## src/verilog/pwmpac_pkg.sv

```systemverilog
// Shared constants for the prescaler, alignment and pairing control block
package pwmpac_pkg;
    localparam int          ADDR_W          = 8;
    localparam int          DATA_W          = 8;
    localparam int          NUM_CH          = 8;
    localparam int          NUM_PAIR        = 4;
    localparam int          PRE_W           = 7;

    // Register offsets
    localparam logic [7:0]  OFF_PRESCALE    = 8'h03;
    localparam logic [7:0]  OFF_ALIGN       = 8'h04;
    localparam logic [7:0]  OFF_CONTROL     = 8'h05;

    // Reset values
    localparam logic [7:0]  RST_PRESCALE    = 8'h00;
    localparam logic [7:0]  RST_ALIGN       = 8'h00;
    localparam logic [7:0]  RST_CONTROL     = 8'h00;

    // Implemented bits; the rest read as zero
    localparam logic [7:0]  MASK_PRESCALE   = 8'h77;
    localparam logic [7:0]  MASK_ALIGN      = 8'hFF;
    localparam logic [7:0]  MASK_CONTROL    = 8'hFC;

    // Field positions
    localparam int          POS_CLK_A       = 0;
    localparam int          POS_CLK_B       = 4;
    localparam int          POS_JOIN        = 4;
    localparam int          POS_WAIT_STOP   = 3;
    localparam int          POS_FREEZE_STOP = 2;

    // Largest prescale divisor
    localparam int          MAX_DIVISOR     = 128;
endpackage : pwmpac_pkg

```

## src/verilog/pwmpac_if.sv

```systemverilog
// Carriers between the control top and its prescaler and comparator
`timescale 1ns/100ps
interface pwmpac_pre_if;
    logic       run;
    logic [2:0] sel_a;
    logic [2:0] sel_b;
    logic       tick_a;
    logic       tick_b;
    modport ctrl (output run, output sel_a, output sel_b, input tick_a, input tick_b);
    modport pre  (input run, input sel_a, input sel_b, output tick_a, output tick_b);
endinterface : pwmpac_pre_if

interface pwmpac_cmp_if;
    logic [63:0] cnt;
    logic [63:0] per;
    logic [63:0] dty;
    logic [3:0]  join_pair;
    logic [7:0]  per_hit;
    logic [7:0]  dty_hit;
    modport ctrl (output cnt, output per, output dty, output join_pair,
                  input per_hit, input dty_hit);
    modport cmp  (input cnt, input per, input dty, input join_pair,
                  output per_hit, output dty_hit);
endinterface : pwmpac_cmp_if

```

## src/verilog/pwmpac_prescaler.sv

```systemverilog
// Free-running prescale counter giving single-cycle clock A and clock B enables
`timescale 1ns/100ps
module pwmpac_prescaler (
    // Clock and reset
    input  wire logic ref_clk_in,
    input  wire logic rstn_in,
    // Control side
    pwmpac_pre_if.pre pre
);
    typedef struct packed {
        logic [pwmpac_pkg::PRE_W-1:0] cnt;
        logic                         tick_a;
        logic                         tick_b;
    } pwmpac_pre_t;

    pwmpac_pre_t st;
    pwmpac_pre_t next_st;

    // Low bits that must all be one for a tick at divisor 2**sel
    function automatic logic [pwmpac_pkg::PRE_W-1:0] div_mask(input logic [2:0] sel);
        logic [7:0] one_hot;
        one_hot  = 8'h01 << sel;
        div_mask = 7'(one_hot - 8'h01);
    endfunction : div_mask

    always_comb begin
        next_st        = st;
        next_st.tick_a = 1'b0;
        next_st.tick_b = 1'b0;
        // Stopped input clock holds the count so counting resumes where it left
        if (pre.run) begin
            next_st.cnt    = 7'(st.cnt + 7'h01);
            // New selects apply at once; a glitchy first pulse is accepted
            next_st.tick_a = (st.cnt & div_mask(pre.sel_a)) == div_mask(pre.sel_a);
            next_st.tick_b = (st.cnt & div_mask(pre.sel_b)) == div_mask(pre.sel_b);
        end
    end

    always_ff @(posedge ref_clk_in or negedge rstn_in) begin
        if (!rstn_in) begin
            st <= '0;
        end else begin
            st <= next_st;
        end
    end

    assign pre.tick_a = st.tick_a;
    assign pre.tick_b = st.tick_b;
endmodule : pwmpac_prescaler

```

## src/verilog/pwmpac_compare.sv

```systemverilog
// Counter, period and duty equality in 8-bit or joined 16-bit form
`timescale 1ns/100ps
module pwmpac_compare (
    // Clock and reset
    input  wire logic ref_clk_in,
    input  wire logic rstn_in,
    // Control side
    pwmpac_cmp_if.cmp cmp
);
    typedef struct packed {
        logic [7:0] per_hit;
        logic [7:0] dty_hit;
    } pwmpac_cmp_t;

    pwmpac_cmp_t st;
    pwmpac_cmp_t next_st;

    function automatic logic [7:0] byte_of(input logic [63:0] v, input int ch);
        byte_of = v[ch*8 +: 8];
    endfunction : byte_of

    always_comb begin
        next_st = '0;
        for (int p = 0; p < pwmpac_pkg::NUM_PAIR; p++) begin
            if (cmp.join_pair[p]) begin
                // Even channel is the high byte; result shows on the odd one
                next_st.per_hit[2*p+1] =
                    {byte_of(cmp.cnt, 2*p), byte_of(cmp.cnt, 2*p+1)} ==
                    {byte_of(cmp.per, 2*p), byte_of(cmp.per, 2*p+1)};
                next_st.dty_hit[2*p+1] =
                    {byte_of(cmp.cnt, 2*p), byte_of(cmp.cnt, 2*p+1)} ==
                    {byte_of(cmp.dty, 2*p), byte_of(cmp.dty, 2*p+1)};
            end else begin
                for (int k = 0; k < 2; k++) begin
                    next_st.per_hit[2*p+k] = byte_of(cmp.cnt, 2*p+k) == byte_of(cmp.per, 2*p+k);
                    next_st.dty_hit[2*p+k] = byte_of(cmp.cnt, 2*p+k) == byte_of(cmp.dty, 2*p+k);
                end
            end
        end
    end

    always_ff @(posedge ref_clk_in or negedge rstn_in) begin
        if (!rstn_in) begin
            st <= '0;
        end else begin
            st <= next_st;
        end
    end

    assign cmp.per_hit = st.per_hit;
    assign cmp.dty_hit = st.dty_hit;
endmodule : pwmpac_compare

```

## src/verilog/pwmpac_ctrl.sv

```systemverilog
// Prescale, alignment and pairing control of an eight-channel 8-bit modulator
// Contract
// - Clock B is bus clock over 2**field
// - Clock A is bus clock over 2**field
// - Clock B to channels 2,3,6,7; A others
// - Prescale writes take effect immediately, unprotected
// - Alignment bit one gives center, zero left
// - Bit 7 joins channels 6 and 7
// - Bit 6 joins channels 4 and 5
// - Bit 5 joins channels 2 and 3
// - Bit 4 joins channels 0 and 1
// - Odd channel's pin and controls govern pair
// - Wait-stop bit halts prescaler in wait mode
// - Freeze-stop bit halts prescaler in freeze
// - Registers stay reachable; resume keeps held counts
// - All three registers readable, writable anytime
// - Joined even channel enable ignored, output off
// - Per-channel select of plain or scaled clock
//
// The address-and-strobe port was left to the implementer.
`timescale 1ns/100ps
module pwmpac_ctrl (
    // Clock and reset
    input  wire logic        ref_clk_in,
    input  wire logic        rstn_in,
    // Register port
    input  wire logic [7:0]  addr_in,
    input  wire logic [7:0]  wdata_in,
    input  wire logic        wr_in,
    input  wire logic        rd_in,
    output logic      [7:0]  rdata_out,
    // Operating modes
    input  wire logic        wait_mode_in,
    input  wire logic        freeze_mode_in,
    // Channel controls held elsewhere
    input  wire logic [7:0]  channel_enable_bits_in,
    input  wire logic [7:0]  channel_clock_select_bit_in,
    input  wire logic        scaled_a_tick_in,
    input  wire logic        scaled_b_tick_in,
    // Channel counter, period and duty bytes
    input  wire logic [63:0] counter_bytes_in,
    input  wire logic [63:0] period_bytes_in,
    input  wire logic [63:0] duty_bytes_in,
    // Prescaled clocks
    output logic             clock_a_tick_out,
    output logic             clock_b_tick_out,
    // Per-channel controls
    output logic      [7:0]  channel_tick_out,
    output logic      [7:0]  channel_run_out,
    output logic      [7:0]  center_align_out,
    output logic      [3:0]  pair_join_out,
    // Comparison results
    output logic      [7:0]  period_match_out,
    output logic      [7:0]  duty_match_out
);
    typedef struct packed {
        logic [7:0] prescale_clock_select;
        logic [7:0] center_align_enable;
        logic [7:0] pwm_control;
        logic [7:0] rdata;
        logic [7:0] chan_tick;
        logic [7:0] chan_run;
        logic [7:0] chan_align;
    } pwmpac_ctrl_t;

    pwmpac_ctrl_t st;
    pwmpac_ctrl_t next_st;

    pwmpac_pre_if pre_bus ();
    pwmpac_cmp_if cmp_bus ();

    logic [3:0] join_bits;
    logic [2:0] gov;
    logic       on_b;
    logic       joined;

    // Channel whose controls drive channel ch
    function automatic logic [2:0] governor(input logic [2:0] ch, input logic [3:0] joins);
        governor = joins[ch[2:1]] ? {ch[2:1], 1'b1} : ch;
    endfunction : governor

    assign join_bits = st.pwm_control[pwmpac_pkg::POS_JOIN +: 4];

    // Wait and freeze stop only the prescaler input; registers keep working
    assign pre_bus.run =
        !(wait_mode_in && st.pwm_control[pwmpac_pkg::POS_WAIT_STOP]) &&
        !(freeze_mode_in && st.pwm_control[pwmpac_pkg::POS_FREEZE_STOP]);
    assign pre_bus.sel_a = st.prescale_clock_select[pwmpac_pkg::POS_CLK_A +: 3];
    assign pre_bus.sel_b = st.prescale_clock_select[pwmpac_pkg::POS_CLK_B +: 3];

    assign cmp_bus.cnt       = counter_bytes_in;
    assign cmp_bus.per       = period_bytes_in;
    assign cmp_bus.dty       = duty_bytes_in;
    assign cmp_bus.join_pair = join_bits;

    pwmpac_prescaler u_pre (
        .ref_clk_in (ref_clk_in),
        .rstn_in    (rstn_in),
        .pre        (pre_bus.pre)
    );

    pwmpac_compare u_cmp (
        .ref_clk_in (ref_clk_in),
        .rstn_in    (rstn_in),
        .cmp        (cmp_bus.cmp)
    );

    always_comb begin
        next_st       = st;
        next_st.rdata = 8'h00;
        gov           = 3'h0;
        on_b          = 1'b0;
        joined        = 1'b0;

        // Writes are accepted in every mode, including wait and freeze
        if (wr_in) begin
            unique case (addr_in)
                pwmpac_pkg::OFF_PRESCALE:
                    next_st.prescale_clock_select = wdata_in & pwmpac_pkg::MASK_PRESCALE;
                pwmpac_pkg::OFF_ALIGN:
                    next_st.center_align_enable = wdata_in & pwmpac_pkg::MASK_ALIGN;
                pwmpac_pkg::OFF_CONTROL:
                    next_st.pwm_control = wdata_in & pwmpac_pkg::MASK_CONTROL;
                default: ;
            endcase
        end

        // Read data stand for exactly one cycle; unmapped reads give zero
        if (rd_in) begin
            unique case (addr_in)
                pwmpac_pkg::OFF_PRESCALE: next_st.rdata = st.prescale_clock_select;
                pwmpac_pkg::OFF_ALIGN:    next_st.rdata = st.center_align_enable;
                pwmpac_pkg::OFF_CONTROL:  next_st.rdata = st.pwm_control;
                default:                  next_st.rdata = 8'h00;
            endcase
        end

        for (int i = 0; i < pwmpac_pkg::NUM_CH; i++) begin
            gov    = governor(3'(i), join_bits);
            on_b   = gov[1];
            joined = join_bits[gov[2:1]] && (gov != 3'(i));
            if (channel_clock_select_bit_in[gov]) begin
                next_st.chan_tick[i] = on_b ? scaled_b_tick_in : scaled_a_tick_in;
            end else begin
                next_st.chan_tick[i] = on_b ? pre_bus.tick_b : pre_bus.tick_a;
            end
            // Joined even channel is silenced whatever its own enable says
            next_st.chan_run[i]   = channel_enable_bits_in[gov] && !joined;
            next_st.chan_align[i] = st.center_align_enable[gov];
            if (joined) begin
                next_st.chan_tick[i] = 1'b0;
            end
        end
    end

    always_ff @(posedge ref_clk_in or negedge rstn_in) begin
        if (!rstn_in) begin
            st                       <= '0;
            st.prescale_clock_select <= pwmpac_pkg::RST_PRESCALE;
            st.center_align_enable   <= pwmpac_pkg::RST_ALIGN;
            st.pwm_control           <= pwmpac_pkg::RST_CONTROL;
        end else begin
            st <= next_st;
        end
    end

    assign rdata_out        = st.rdata;
    assign clock_a_tick_out = pre_bus.tick_a;
    assign clock_b_tick_out = pre_bus.tick_b;
    assign channel_tick_out = st.chan_tick;
    assign channel_run_out  = st.chan_run;
    assign center_align_out = st.chan_align;
    assign pair_join_out    = join_bits;
    assign period_match_out = cmp_bus.per_hit;
    assign duty_match_out   = cmp_bus.dty_hit;
endmodule : pwmpac_ctrl

```

## config.mk

```make
export PLATFORM = sky130hd
export DESIGN_NAME = pwmpac_ctrl
export DESIGN_NICKNAME = d
export VERILOG_FILES = /design/src/verilog/pwmpac_pkg.sv /design/src/verilog/pwmpac_if.sv /design/src/verilog/pwmpac_prescaler.sv /design/src/verilog/pwmpac_compare.sv /design/src/verilog/pwmpac_ctrl.sv
export SDC_FILE = /design/constraint.sdc
export NUM_CORES = 1
export LEC_CHECK = 0
export BUFFER_PORTS_ARGS = -buffer_cell sky130_fd_sc_hd__buf_2
export CAP_MARGIN = 20
export CORE_ASPECT_RATIO = 1.25
export CORE_MARGIN = 2
export CORE_UTILIZATION = 40
export DETAILED_ROUTE_END_ITERATION = 7
export PLACE_DENSITY = 0.88
export SLEW_MARGIN = 20
export SYNTH_ARGS = -nofsm -noshare
export SYNTH_HDL_FRONTEND = slang
export SYNTH_SLANG_ARGS = --single-unit
```

## constraint.sdc

```tcl
create_clock -name ref_clk_in -period 2.01 [get_ports ref_clk_in]
set_clock_uncertainty 0.05 [all_clocks]
set_input_delay 0.402 -clock ref_clk_in [delete_from_list [all_inputs] [get_ports ref_clk_in]]
set_output_delay 0.402 -clock ref_clk_in [all_outputs]
set_load 0.01 [all_outputs]
```

==> metrics.csv, run 1 <==
stage,metric,value,unit
run_status,outcome,finished clean,
drt,num_vias,4044,
cts,clkTransAtPathRegs,0.06,ns
synthesis,synthFlopType,dfrtp_1,
cts,cts_buffers,9,
synthesis,synthArstFlopShare,100,%
drt,vias_per_cell,4.87,
synthesis,syn_inst,433,
cts,cts.repair.resized,0,
sta,setup_viol,0,
cts,htreeDepth,3,
pwr,power.density,715,nW/um^2
drt,dr.pass1.iters,4,
worst_setup_path,path_cells,or3_4 > ha_1 > and3b_1 > o21ai_1 > o221ai_1 > o221a_1,
worst_setup_path,crit_required,2.18,ns
synthesis,yosysTopAreaCellShare,41.3,%
pwr,peakVddDrop,0.473,mV
synthesis,synth_adder_area_share,0.536,%
cts,post_cts_buffers,0,
worst_setup_path,start_kind,register,
cts,clkSinkCount,77,
hold_path,hold_path_class,in2reg,
grt,grt_pass1_vias,4195,
grt,grt_overflow,0,
grt,grt_max_degree,54,
sta,final.min_clock_period,1.85,ns
pwr,finalPower,4.50,mW
placement,port_buffers,285,
synthesis,synthXorXnorAreaFrac,25.3,%
sta,rsz0062_at_grt,no,
worst_setup_path,cpMaxStageDelayCell,or3_4,
worst_setup_path,endpoint_kind,register,
synthesis,synthMuxAreaShare,9.62,%
sta,worst_pin_slew,0.491,ns
final_layout,final_layout_size_suffix_gt1_share,49.4,%
synthesis,ys_seq_elements,77,
floorplanning,die_area,12600,um^2
synthesis,synth_top_family_by_area,XOR/XNOR gates,
grt,grt_pass1_wl,20.2,mm
synthesis,synth_cell_types,42,
sta,finalMaxSlewViolations,0,
pwr,leakage,3.21,nW
floorplanning,die-width,101,um
placement,post_dp_cell_area,5990,um^2
final_layout,fin_area,6290,um^2
synthesis,yosysSeqAreaShare,41.3,%
drt,drtIter0Drc,104,
floorplanning,core,11500,um^2
worst_setup_path,worstSetupPathType,reg2reg,
sta,period_share,92.1,%
cts,cts_root_buffer,clkbuf_16,
cts,cts_buffer_depth,2,
drt,wl_per_cell,15.1,um
floorplanning,rows,44,
drt,drc_errors,0,
run,cap_violations,0,
synthesis,syn_area,4670,um^2
worst_setup_path,crit_fanout,5,
final_layout,fin_nets,922,
synthesis,synth.avg_cell_area,10.8,um^2
final_layout,area_delta_synth_final,34.7,%
synthesis,ys_warn_count,0,
drt,drtAntennaViolNets,0,
synthesis,synthTopCellsByArea,"dfrtp_1, xnor2_1, xor2_1",
cts,cts_tree,done,
synthesis,synth-edff-count,0,
grt,grt_usage,20.6,%
synthesis,synth_nets,667,
synthesis,yosys.area_share.simple,11.0,%
worst_setup_path,crit_buf_inv,0,
placement,place_congestion,0.823,
floorplanning,start_util,40.6,%
worst_setup_path,cp.arrival,2.02,ns
grt,antenna_found_initial,0,
floorplanning,pin_count,286,
sta,setup_tns,0,ns
synthesis,synth_area_leader_cell,dfrtp_1,
worst_setup_path,critPathTopFamily,simple AND/OR/NAND/NOR gates,
synthesis,synthMostInstantiatedCell,dfrtp_1,
final_layout,antenna_cells,0,
cts,clkLatencyLatePin,0.34,ns
floorplanning,die_h,125,um
worst_setup_path,max_stage_delay,0.39,ns
sta,relSlewSlack,67.3,%
placement,hpwl,10.6,mm
sta,hold_viol_final,0,
drt,wirelength,12.6,mm
synthesis,synth_compound_area_share,4.77,%
sta,max_freq,0.540,GHz
synthesis,synthTopCellsByCount,"dfrtp_1, xnor2_1, xor2_1",
flip-flops by register name, summed over array words and instances (netlist names), 3 cells and up:
register,flops
st,10
center_align_out,8
channel_run_out,8
channel_tick_out,8
rdata_out,8
u_cmp.cmp.dty_hit,8
u_cmp.cmp.per_hit,8
u_pre.st,7
pair_join_out,4
pre_bus.sel_a,3
pre_bus.sel_b,3
area by class of cell:
class	instances	area, um^2
clock buffers	9	225
clock inverters	7	62.6
fillers	1022	5220
inverters	6	22.5
multi-input cells	304	2390
flip-flops and latches	77	1930
well taps	138	173
repair buffers	290	1480
final timing paths:
check	end	from	depth (start not counted)	slack (ns)
setup / recovery	u_pre.pre.tick_b	pre_bus.sel_b[2]	6	0.16
hold / removal	channel_run_out[5]	channel_enable_bits_in[5]	1	0.12
setup reg to reg	u_pre.pre.tick_b	pre_bus.sel_b[2]	6	0.16
hold reg to reg	center_align_out[3]	st[43]	0	0.39
max in group asynchronous	channel_tick_out[1]	rstn_in	3	0.86
min in group asynchronous	u_cmp.cmp.dty_hit[6]	rstn_in	2	0.46
metal layers:
metal	vias up	routed length [um]	part of all wire, %	global-route usage (%)
li1	1950	-	-	-
met1	1891	4690	37	22.2
met2	170	6730	54	38.0
met3	33	743	5.9	4.49
met4	0	407	3.2	8.54
met5	-	0	0	0
metrics by stage:
stage          utilization (%)  cells  setup WS [ns]  hold slack [ns]
2_1_floorplan                -    433          0.123           0.0564
3_3_place_gp              52.0    814          0.146            0.279
3_5_place_dp              52.0    814          0.124            0.285
4_1_cts                   54.6    831          0.169            0.108
5_1_grt                   54.6    831         0.0518            0.112
6_report                  54.6    831          0.159            0.118
timing repair:
action                                  CTS  global route
hold buffers                              1             0
endpoints found under the hold margin    24             0
endpoints found under the setup margin    0             0
cells by family after synthesis:
kind of cell / count (synthesis)
xor+xnor: 135
compound gates: 31
fa+ha+maj: 2
flops: 77
buf+inv: 52
mux: 39
simple gates: 97
placed cells by master, fill, tap and decap left out, types with 2 or more instances in the layout:
master / netlist / routed
nand4_1: 18 / 18
buf_2: 3 / 284
a22oi_1: 2 / 2
o21ai_0: 4 / 4
nor3_1: 2 / 2
mux2_2: 23 / 23
xor2_1: 67 / 67
buf_4: 37 / 4
xnor2_1: 68 / 68
dfrtp_1: 77 / 77
ha_1: 2 / 2
mux2i_1: 10 / 10
a211oi_1: 8 / 8
nor2_1: 30 / 30
nor4_1: 17 / 17
inv_1: 6 / 6
nand2_1: 16 / 16
nor2b_1: 5 / 5
mux2_4: 6 / 6
clkbuf_16: 0 / 9
inv_6: 0 / 4
a21oi_1: 6 / 6
where the power goes:
group	internal, mW	switching, mW
clock network	0.864	0.697
registers	1.71	0.173
logic	0.572	0.478
No activity file was read; power rests on OpenSTA's default activity.
==> run 2: changes to the inputs <==
==> constraint.sdc (replaced) <==
create_clock -name ref_clk_in -period 1.5 [get_ports ref_clk_in]
set_clock_uncertainty 0.05 [all_clocks]
set_input_delay 0.3 -clock ref_clk_in [delete_from_list [all_inputs] [get_ports ref_clk_in]]
set_output_delay 0.3 -clock ref_clk_in [all_outputs]
set_load 0.01 [all_outputs]
==> run 2 against run 1 <==
Effect of this change:
- the flow now finishes with violations (setup timing)
- die area did not move
- cell count rose by 2.3%
- global-route usage rose by 0.051 points
- power rose by 37%
- setup slack got worse by 0.45 ns
- non-clock buffer count rose by 19
- worst hold slack got worse by 0.10 ns
- highest routed layer unchanged
==> metrics.csv, run 2 (same netlist as run 1, synthesis figures left out) <==
stage,metric,value,unit,change
run_status,outcome,finished with violations,,was finished clean
run_status,violations,setup timing,,
grt,grt_usage,20.7,%,was 20.6%
cts,cts_root_buffer,clkbuf_16,,unchanged
pwr,finalPower,6.14,mW,was 4.50 mW
final_layout,largest_reg_flops,10,,unchanged
pwr,peakVddDrop,0.475,mV,was 0.473 mV
sta,period_share,119,%,was 92.1%
sta,finalMaxSlewViolations,0,,unchanged
cts,htreeDepth,3,,unchanged
pwr,pwr-share-seq,40.8,%,was 41.9%
worst_setup_path,cp.arrival,1.96,ns,was 2.02 ns
drt,vias_per_cell,4.90,,was 4.87
worst_setup_path,crit_fanout,4,,was 5
pwr,leakage,3.32,nW,was 3.21 nW
run,cap_violations,0,,unchanged
final_layout,fin_nets,941,,was 922
drt,dr.pass1.iters,4,,unchanged
drt,wirelength,13.0,mm,was 12.6 mm
worst_setup_path,cpMaxStageDelayCell,or3_4,,unchanged
worst_setup_path,start_kind,register,,unchanged
worst_setup_path,max_stage_delay,0.42,ns,was 0.39 ns
cts,cts_tree,done,,unchanged
placement,place_congestion,0.814,,was 0.823
drt,wl_per_cell,15.2,um,was 15.1 um
floorplanning,start_util,40.6,%,unchanged
sta,final.min_clock_period,1.79,ns,was 1.85 ns
floorplanning,core,11500,um^2,unchanged
floorplanning,rows,44,,unchanged
pwr,switchingPower,1.82,mW,was 1.35 mW
final_layout,fin_util,56.2,%,was 54.6%
sta,hold_viol_final,0,,unchanged
cts,clkTransAtPathRegs,0.06,ns,about the same
sta,setup_viol,1,,was 0
grt,antenna_found_initial,0,,unchanged
final_layout,area_delta_synth_final,38.6,%,was 34.7%
final_layout,fillers,989,,was 1022
drt,drc_errors,0,,unchanged
sta,relSlewSlack,72.8,%,was 67.3%
final_layout,layout_common_cells,"buf_2, dfrtp_1, xnor2_1",,unchanged
worst_setup_path,path_cells,or3_4 > ha_4 > xor2_2 > o21ai_1 > a21boi_1 > o221a_1,,was or3_4 > ha_1 > and3b_1 > o21ai_1 > o221ai_1 > o221a_1
grt,grt_pass1_wl,20.2,mm,about the same
final_layout,top_register,st,,unchanged
sta,setup_ws,-0.289,ns,was 0.159 ns
grt,grt_overflow,0,,unchanged
pwr,internal-power,4.32,mW,was 3.15 mW
cts,cts_buffer_depth,2,,unchanged
drt,drtIter0Drc,78,,was 104
worst_setup_path,crit_buf_inv,0,,unchanged
worst_setup_path,endpoint_kind,register,,unchanged
final_layout,final_layout_size_suffix_gt1_share,51.1,%,was 49.4%
pwr,clockPowerShare,33.8,%,was 34.7%
floorplanning,pin_count,286,,unchanged
sta,max_freq,0.559,GHz,was 0.540 GHz
grt,grt_pass1_vias,4329,,was 4195
sta,rsz0062_at_grt,yes,,was no
pwr,swShare,29.7,%,was 30.0%
sta,worst_pin_slew,0.404,ns,was 0.491 ns
floorplanning,die-width,101,um,unchanged
floorplanning,die_area,12600,um^2,unchanged
worst_setup_path,critPathTopFamily,compound AO/OA/AOI/OAI gates,,was simple AND/OR/NAND/NOR gates
drt,drtAntennaViolNets,0,,unchanged
pwr,pwr-share-comb,25.5,%,was 23.4%
floorplanning,die_h,125,um,unchanged
placement,port_buffers,285,,unchanged
drt,num_vias,4164,,was 4044
cts,cts_buffers,9,,unchanged
placement,hpwl,10.9,mm,was 10.6 mm
worst_setup_path,worstSetupPathType,reg2reg,,unchanged
final_layout,final_common_cell,buf_2,,unchanged
worst_setup_path,crit_required,1.68,ns,was 2.18 ns
cts,clkSinkCount,77,,unchanged
final_layout,antenna_cells,0,,unchanged
hold_path,hold_path_class,in2reg,,unchanged
grt,grt_max_degree,34,,was 54
pwr,power.density,950,nW/um^2,was 715 nW/um^2
cts,clkLatencyLatePin,0.34,ns,about the same
-- run 2: cell types whose count changed in the layout (fill, tap and decap cells not counted), sizes merged --
cell,previous run,this run
buf,289,308
clkinvlp,1,0
clkbuf,9,10
-- run 2: metrics by stage --
step	hold slack (ns)	instances	setup TNS (ns)	instance area (um^2)	setup WS [ns]
final	0.0168	850	-0.289	6470	-0.289
after global placement	0.149	831	-1.82	6140	-0.206
after global routing	0.00858	850	-0.325	6470	-0.325
after CTS	0.00768	848	-0.290	6450	-0.290
after detailed placement	0.150	831	-2.20	6140	-0.343
after floorplan	-0.0456	433	-0.290	4690	-0.290
-- run 2: cell type report --
type	count	area (um^2)	share of cell area, %
tap	138	173	2.67
inverter	6	22.5	0.348
timing repair buffer	309	1640	25.3
clock inverter	6	48.8	0.754
clock buffer	10	239	3.70
sequential	77	1930	29.8
multi-input combinational	304	2420	37.4
-- run 2: path summary, 6_finish.rpt --
path	startpoint	to	slack (ns)	cells past startpoint
worst max-delay path	pre_bus.sel_b[0]	u_pre.pre.tick_b	-0.29	6
worst max register to register	pre_bus.sel_b[0]	u_pre.pre.tick_b	-0.29	6
worst min register to register	st[41]	center_align_out[1]	0.38	0
max in group asynchronous	rstn_in	st[42]	0.61	3
worst min-delay path	channel_enable_bits_in[1]	channel_run_out[1]	0.02	1
min in group asynchronous	rstn_in	u_pre.pre.tick_a	0.34	2
-- run 2: power by group through the flow --
stage / registers [mW] / logic, mW / clock network [mW]
2_1_floorplan: 2.47 / 0.916 / 0
3_3_place_gp: 2.52 / 1.48 / 0
3_5_place_dp: 2.53 / 1.54 / 0
4_1_cts: 2.50 / 1.56 / 2.13
5_1_grt: 2.53 / 1.73 / 2.21
6_report: 2.50 / 1.56 / 2.07
-- run 2: timing repair --
| item | 4_1_cts | 5_1_grt |
|---|---|---|
| setup buffers | 0 | 2 |
| gates resized for setup | 4 | 0 |
| endpoints found under the hold margin | 15 | 0 |
| endpoints found under the setup margin | 2 | 3 |
| pin swaps | 3 | 3 |
| hold buffers | 1 | 0 |
-- run 2: per-layer routing --
metal  wire [um]  vias up  GRT usage, %
li1            -     1995             -
met2        6950      204          38.2
met4         453        0          9.35
met1        4700     1921          21.5
met3         857       44          4.88
met5           0        -             0
==> run 3: changes to the inputs <==
--- a/config.mk
+++ b/config.mk
@@ -5,13 +5,12 @@
 export SDC_FILE = /design/constraint.sdc
 export NUM_CORES = 1
 export LEC_CHECK = 0
-export BUFFER_PORTS_ARGS = -buffer_cell sky130_fd_sc_hd__buf_2
+export BUFFER_PORTS_ARGS = -buffer_cell sky130_fd_sc_hd__buf_4
 export CAP_MARGIN = 20
-export CORE_ASPECT_RATIO = 1.25
-export CORE_MARGIN = 2
-export CORE_UTILIZATION = 40
+export CORE_AREA = 2 2 110 112
 export DETAILED_ROUTE_END_ITERATION = 7
-export PLACE_DENSITY = 0.88
+export DIE_AREA = 0 0 112 114
+export PLACE_DENSITY = 0.86
 export SLEW_MARGIN = 20
 export SYNTH_ARGS = -nofsm -noshare
 export SYNTH_HDL_FRONTEND = slang
==> constraint.sdc (replaced) <==
create_clock -name ref_clk_in -period 1.95 [get_ports ref_clk_in]
set_clock_uncertainty 0.05 [all_clocks]
set_input_delay 0.39 -clock ref_clk_in [delete_from_list [all_inputs] [get_ports ref_clk_in]]
set_output_delay 0.39 -clock ref_clk_in [all_outputs]
set_load 0.01 [all_outputs]
==> run 3 against run 2 <==
Effect of this change:
- highest routed layer unchanged
- sequential share of layout area decreased by 2.4 points
- setup slack improved by 0.35 ns
- combinational power decreased by 18%
- largest cell class unchanged
- power decreased by 20%
- the flow now finishes without violations
==> metrics.csv, run 3 (same netlist as run 1, synthesis figures left out) <==
stage,metric,value,unit,change
grt,grt_usage,20.6,%,was 20.7%
final_layout,final_layout_size_suffix_gt1_share,49.4,%,was 51.1%
drt,num_vias,4131,,was 4164
sta,hold_viol_final,0,,unchanged
final_layout,antenna_cells,0,,unchanged
drt,wirelength,13.2,mm,was 13.0 mm
drt,vias_per_cell,4.91,,was 4.90
cts,cts_root_buffer,clkbuf_16,,unchanged
sta,period_share,97.1,%,was 119%
worst_setup_path,reg2reg_depth,6,,unchanged
pwr,finalPower,4.94,mW,was 6.14 mW
run_status,outcome,finished clean,,was finished with violations
final_layout,largest_reg_flops,10,,unchanged
worst_setup_path,start_kind,register,,unchanged
worst_setup_path,r2r_end,u_pre.pre.tick_b,,unchanged
hold_path,hold_path_depth,1,,unchanged
drt,drc_errors,0,,unchanged
worst_setup_path,cpMaxStageDelayCell,or3_4,,unchanged
worst_setup_path,path_cells,or3_4 > ha_2 > xor2_1 > o21ai_0 > a21boi_0 > o221a_1,,was or3_4 > ha_4 > xor2_2 > o21ai_1 > a21boi_1 > o221a_1
cts,cts_tree,done,,unchanged
hold_path,min-delay-start,channel_enable_bits_in[1],,unchanged
hold_path,hold_end,channel_run_out[1],,unchanged
cts,clkTransAtPathRegs,0.06,ns,about the same
pwr,power.density,702,nW/um^2,was 950 nW/um^2
worst_setup_path,worstSetupPathType,reg2reg,,unchanged
grt,grt_overflow,0,,unchanged
worst_setup_path,crit_required,2.13,ns,was 1.68 ns
hold_path,hold_path_class,in2reg,,unchanged
worst_setup_path,rrSetupSlack,0.06,ns,was -0.29 ns
sta,setup_ws,0.0575,ns,was -0.289 ns
floorplanning,die_h,114,um,was 125 um
drt,dr.pass1.iters,5,,was 4
floorplanning,core,11700,um^2,was 11500 um^2
placement,hpwl,11.0,mm,was 10.9 mm
final_layout,top_register,st,,unchanged
cts,post_cts_buffers,0,,unchanged
grt,grt_max_degree,47,,was 34
final_layout,fillers,969,,was 989
grt,grt_pass1_vias,4342,,was 4329
worst_setup_path,crit_fanout,5,,was 4
cts,clkLatencyLatePin,0.34,ns,about the same
drt,drtIter0Drc,89,,was 78
placement,place_ws,0.0881,ns,was -0.343 ns
final_layout,fin_nets,923,,was 941
final_layout,final_common_cell,buf_4,,was buf_2
placement,port_buffers,285,,unchanged
sta,max_freq,0.528,GHz,was 0.559 GHz
sta,finalMaxSlewViolations,0,,unchanged
drt,wl_per_cell,15.6,um,was 15.2 um
worst_setup_path,endpoint_kind,register,,unchanged
worst_setup_path,cp-startpoint,pre_bus.sel_b[2],,was pre_bus.sel_b[0]
worst_setup_path,rr_startpoint,pre_bus.sel_b[2],,was pre_bus.sel_b[0]
floorplanning,start_util,39.9,%,was 40.6%
final_layout,area_delta_synth_final,50.8,%,was 38.6%
final_layout,multi_input_area,2400,um^2,was 2420 um^2
drt,drtAntennaViolNets,0,,unchanged
worst_setup_path,max_stage_delay,0.40,ns,was 0.42 ns
cts,htreeDepth,3,,unchanged
final_layout,register_area,1930,um^2,unchanged
grt,grt_pass1_wl,20.8,mm,was 20.2 mm
sta,final.min_clock_period,1.89,ns,was 1.79 ns
placement,place_congestion,0.850,,was 0.814
pwr,leakage,3.44,nW,was 3.32 nW
final_layout,layout_common_cells,"buf_4, dfrtp_1, xnor2_1",,"was buf_2, dfrtp_1, xnor2_1"
floorplanning,die-width,112,um,was 101 um
floorplanning,pin_count,286,,unchanged
pwr,peakVddDrop,0.574,mV,was 0.475 mV
sta,worst_pin_slew,0.439,ns,was 0.404 ns
floorplanning,rows,40,,was 44
worst_setup_path,cp.arrival,2.07,ns,was 1.96 ns
sta,setup_viol,0,,was 1
run,cap_violations,0,,unchanged
cts,cts_buffer_depth,2,,unchanged
sta,relSlewSlack,70.7,%,was 72.8%
grt,antenna_found_initial,0,,unchanged
cts,cts_buffers,9,,unchanged
floorplanning,die_area,12800,um^2,was 12600 um^2
cts,clkSinkCount,77,,unchanged
sta,whs,0.105,ns,was 0.0168 ns
## run 3: changes by cell type in the layout (fill, tap and decap cells not counted), sizes merged
| cell | before | now |
|---|---|---|
| buf | 308 | 290 |
| inv | 11 | 9 |
| clkbuf | 10 | 11 |
| bufinv | 0 | 1 |
## run 3: final cells by class
class                           instances  area share, %
Sequential cell                        77           27.4
Clock buffer                           11           3.45
Multi-Input combinational cell        304           34.1
Clock inverter                          5          0.924
Inverter                                6          0.320
Tap cell                              147           2.61
Timing Repair Buffer                  291           31.3
## run 3: worst max-delay path by stage
| stage | end | slack, ns | depth (start not counted) |
|---|---|---|---|
| 2_1_floorplan | u_pre.pre.tick_b | 0.06 | 7 |
| 4_1_cts | u_pre.pre.tick_b | 0.07 | 6 |
| 5_1_grt | u_pre.pre.tick_b | -0.02 | 6 |
| 6_report | u_pre.pre.tick_b | 0.06 | 6 |
| 3_3_place_gp | u_pre.pre.tick_b | 0.16 | 6 |
| 3_5_place_dp | u_pre.pre.tick_b | 0.09 | 6 |
## run 3: timing repair
action / 4_1_cts / 5_1_grt
resized for setup: 0 / 1
setup endpoints to repair: 0 / 1
hold buffers: 1 / 0
endpoints found under the hold margin: 31 / 0
## run 3: through the flow
stage	instances	utilization, %	cell area [um^2]	TNS [ns]
detailed placement	824	57.4	6720	0
CTS	841	60.1	7040	0
floorplan	433	-	4670	0
global route	841	60.1	7040	-0.0159
finish	841	60.1	7040	0
global placement	824	57.4	6720	0
## run 3: per-layer routing
layer  global-route usage (%)  vias to the layer above  wire length (um)
li1                         -                     1945                 -
met1                     22.9                     1964              4620
met2                     38.4                      193              7200
met3                     5.47                       29               985
met4                     6.91                        0               353
met5                        0                        -                 0
## run 3: critical path, delay by kind of cell (launching register included)
kind	cells	cell delay, ns
AO/OA/AOI/OAI	3	0.56
XOR/XNOR	1	0.16
adder cells (fa/ha/maj)	1	0.22
flip-flops	1	0.39
AND/OR/NAND/NOR	1	0.40
## run 3: power by group
group          switching, mW  internal [mW]  total (mW)
clock network          0.682           1.04        1.72
registers              0.175           1.77        1.94
logic                  0.516          0.761        1.28
total                   1.37           3.57        4.94
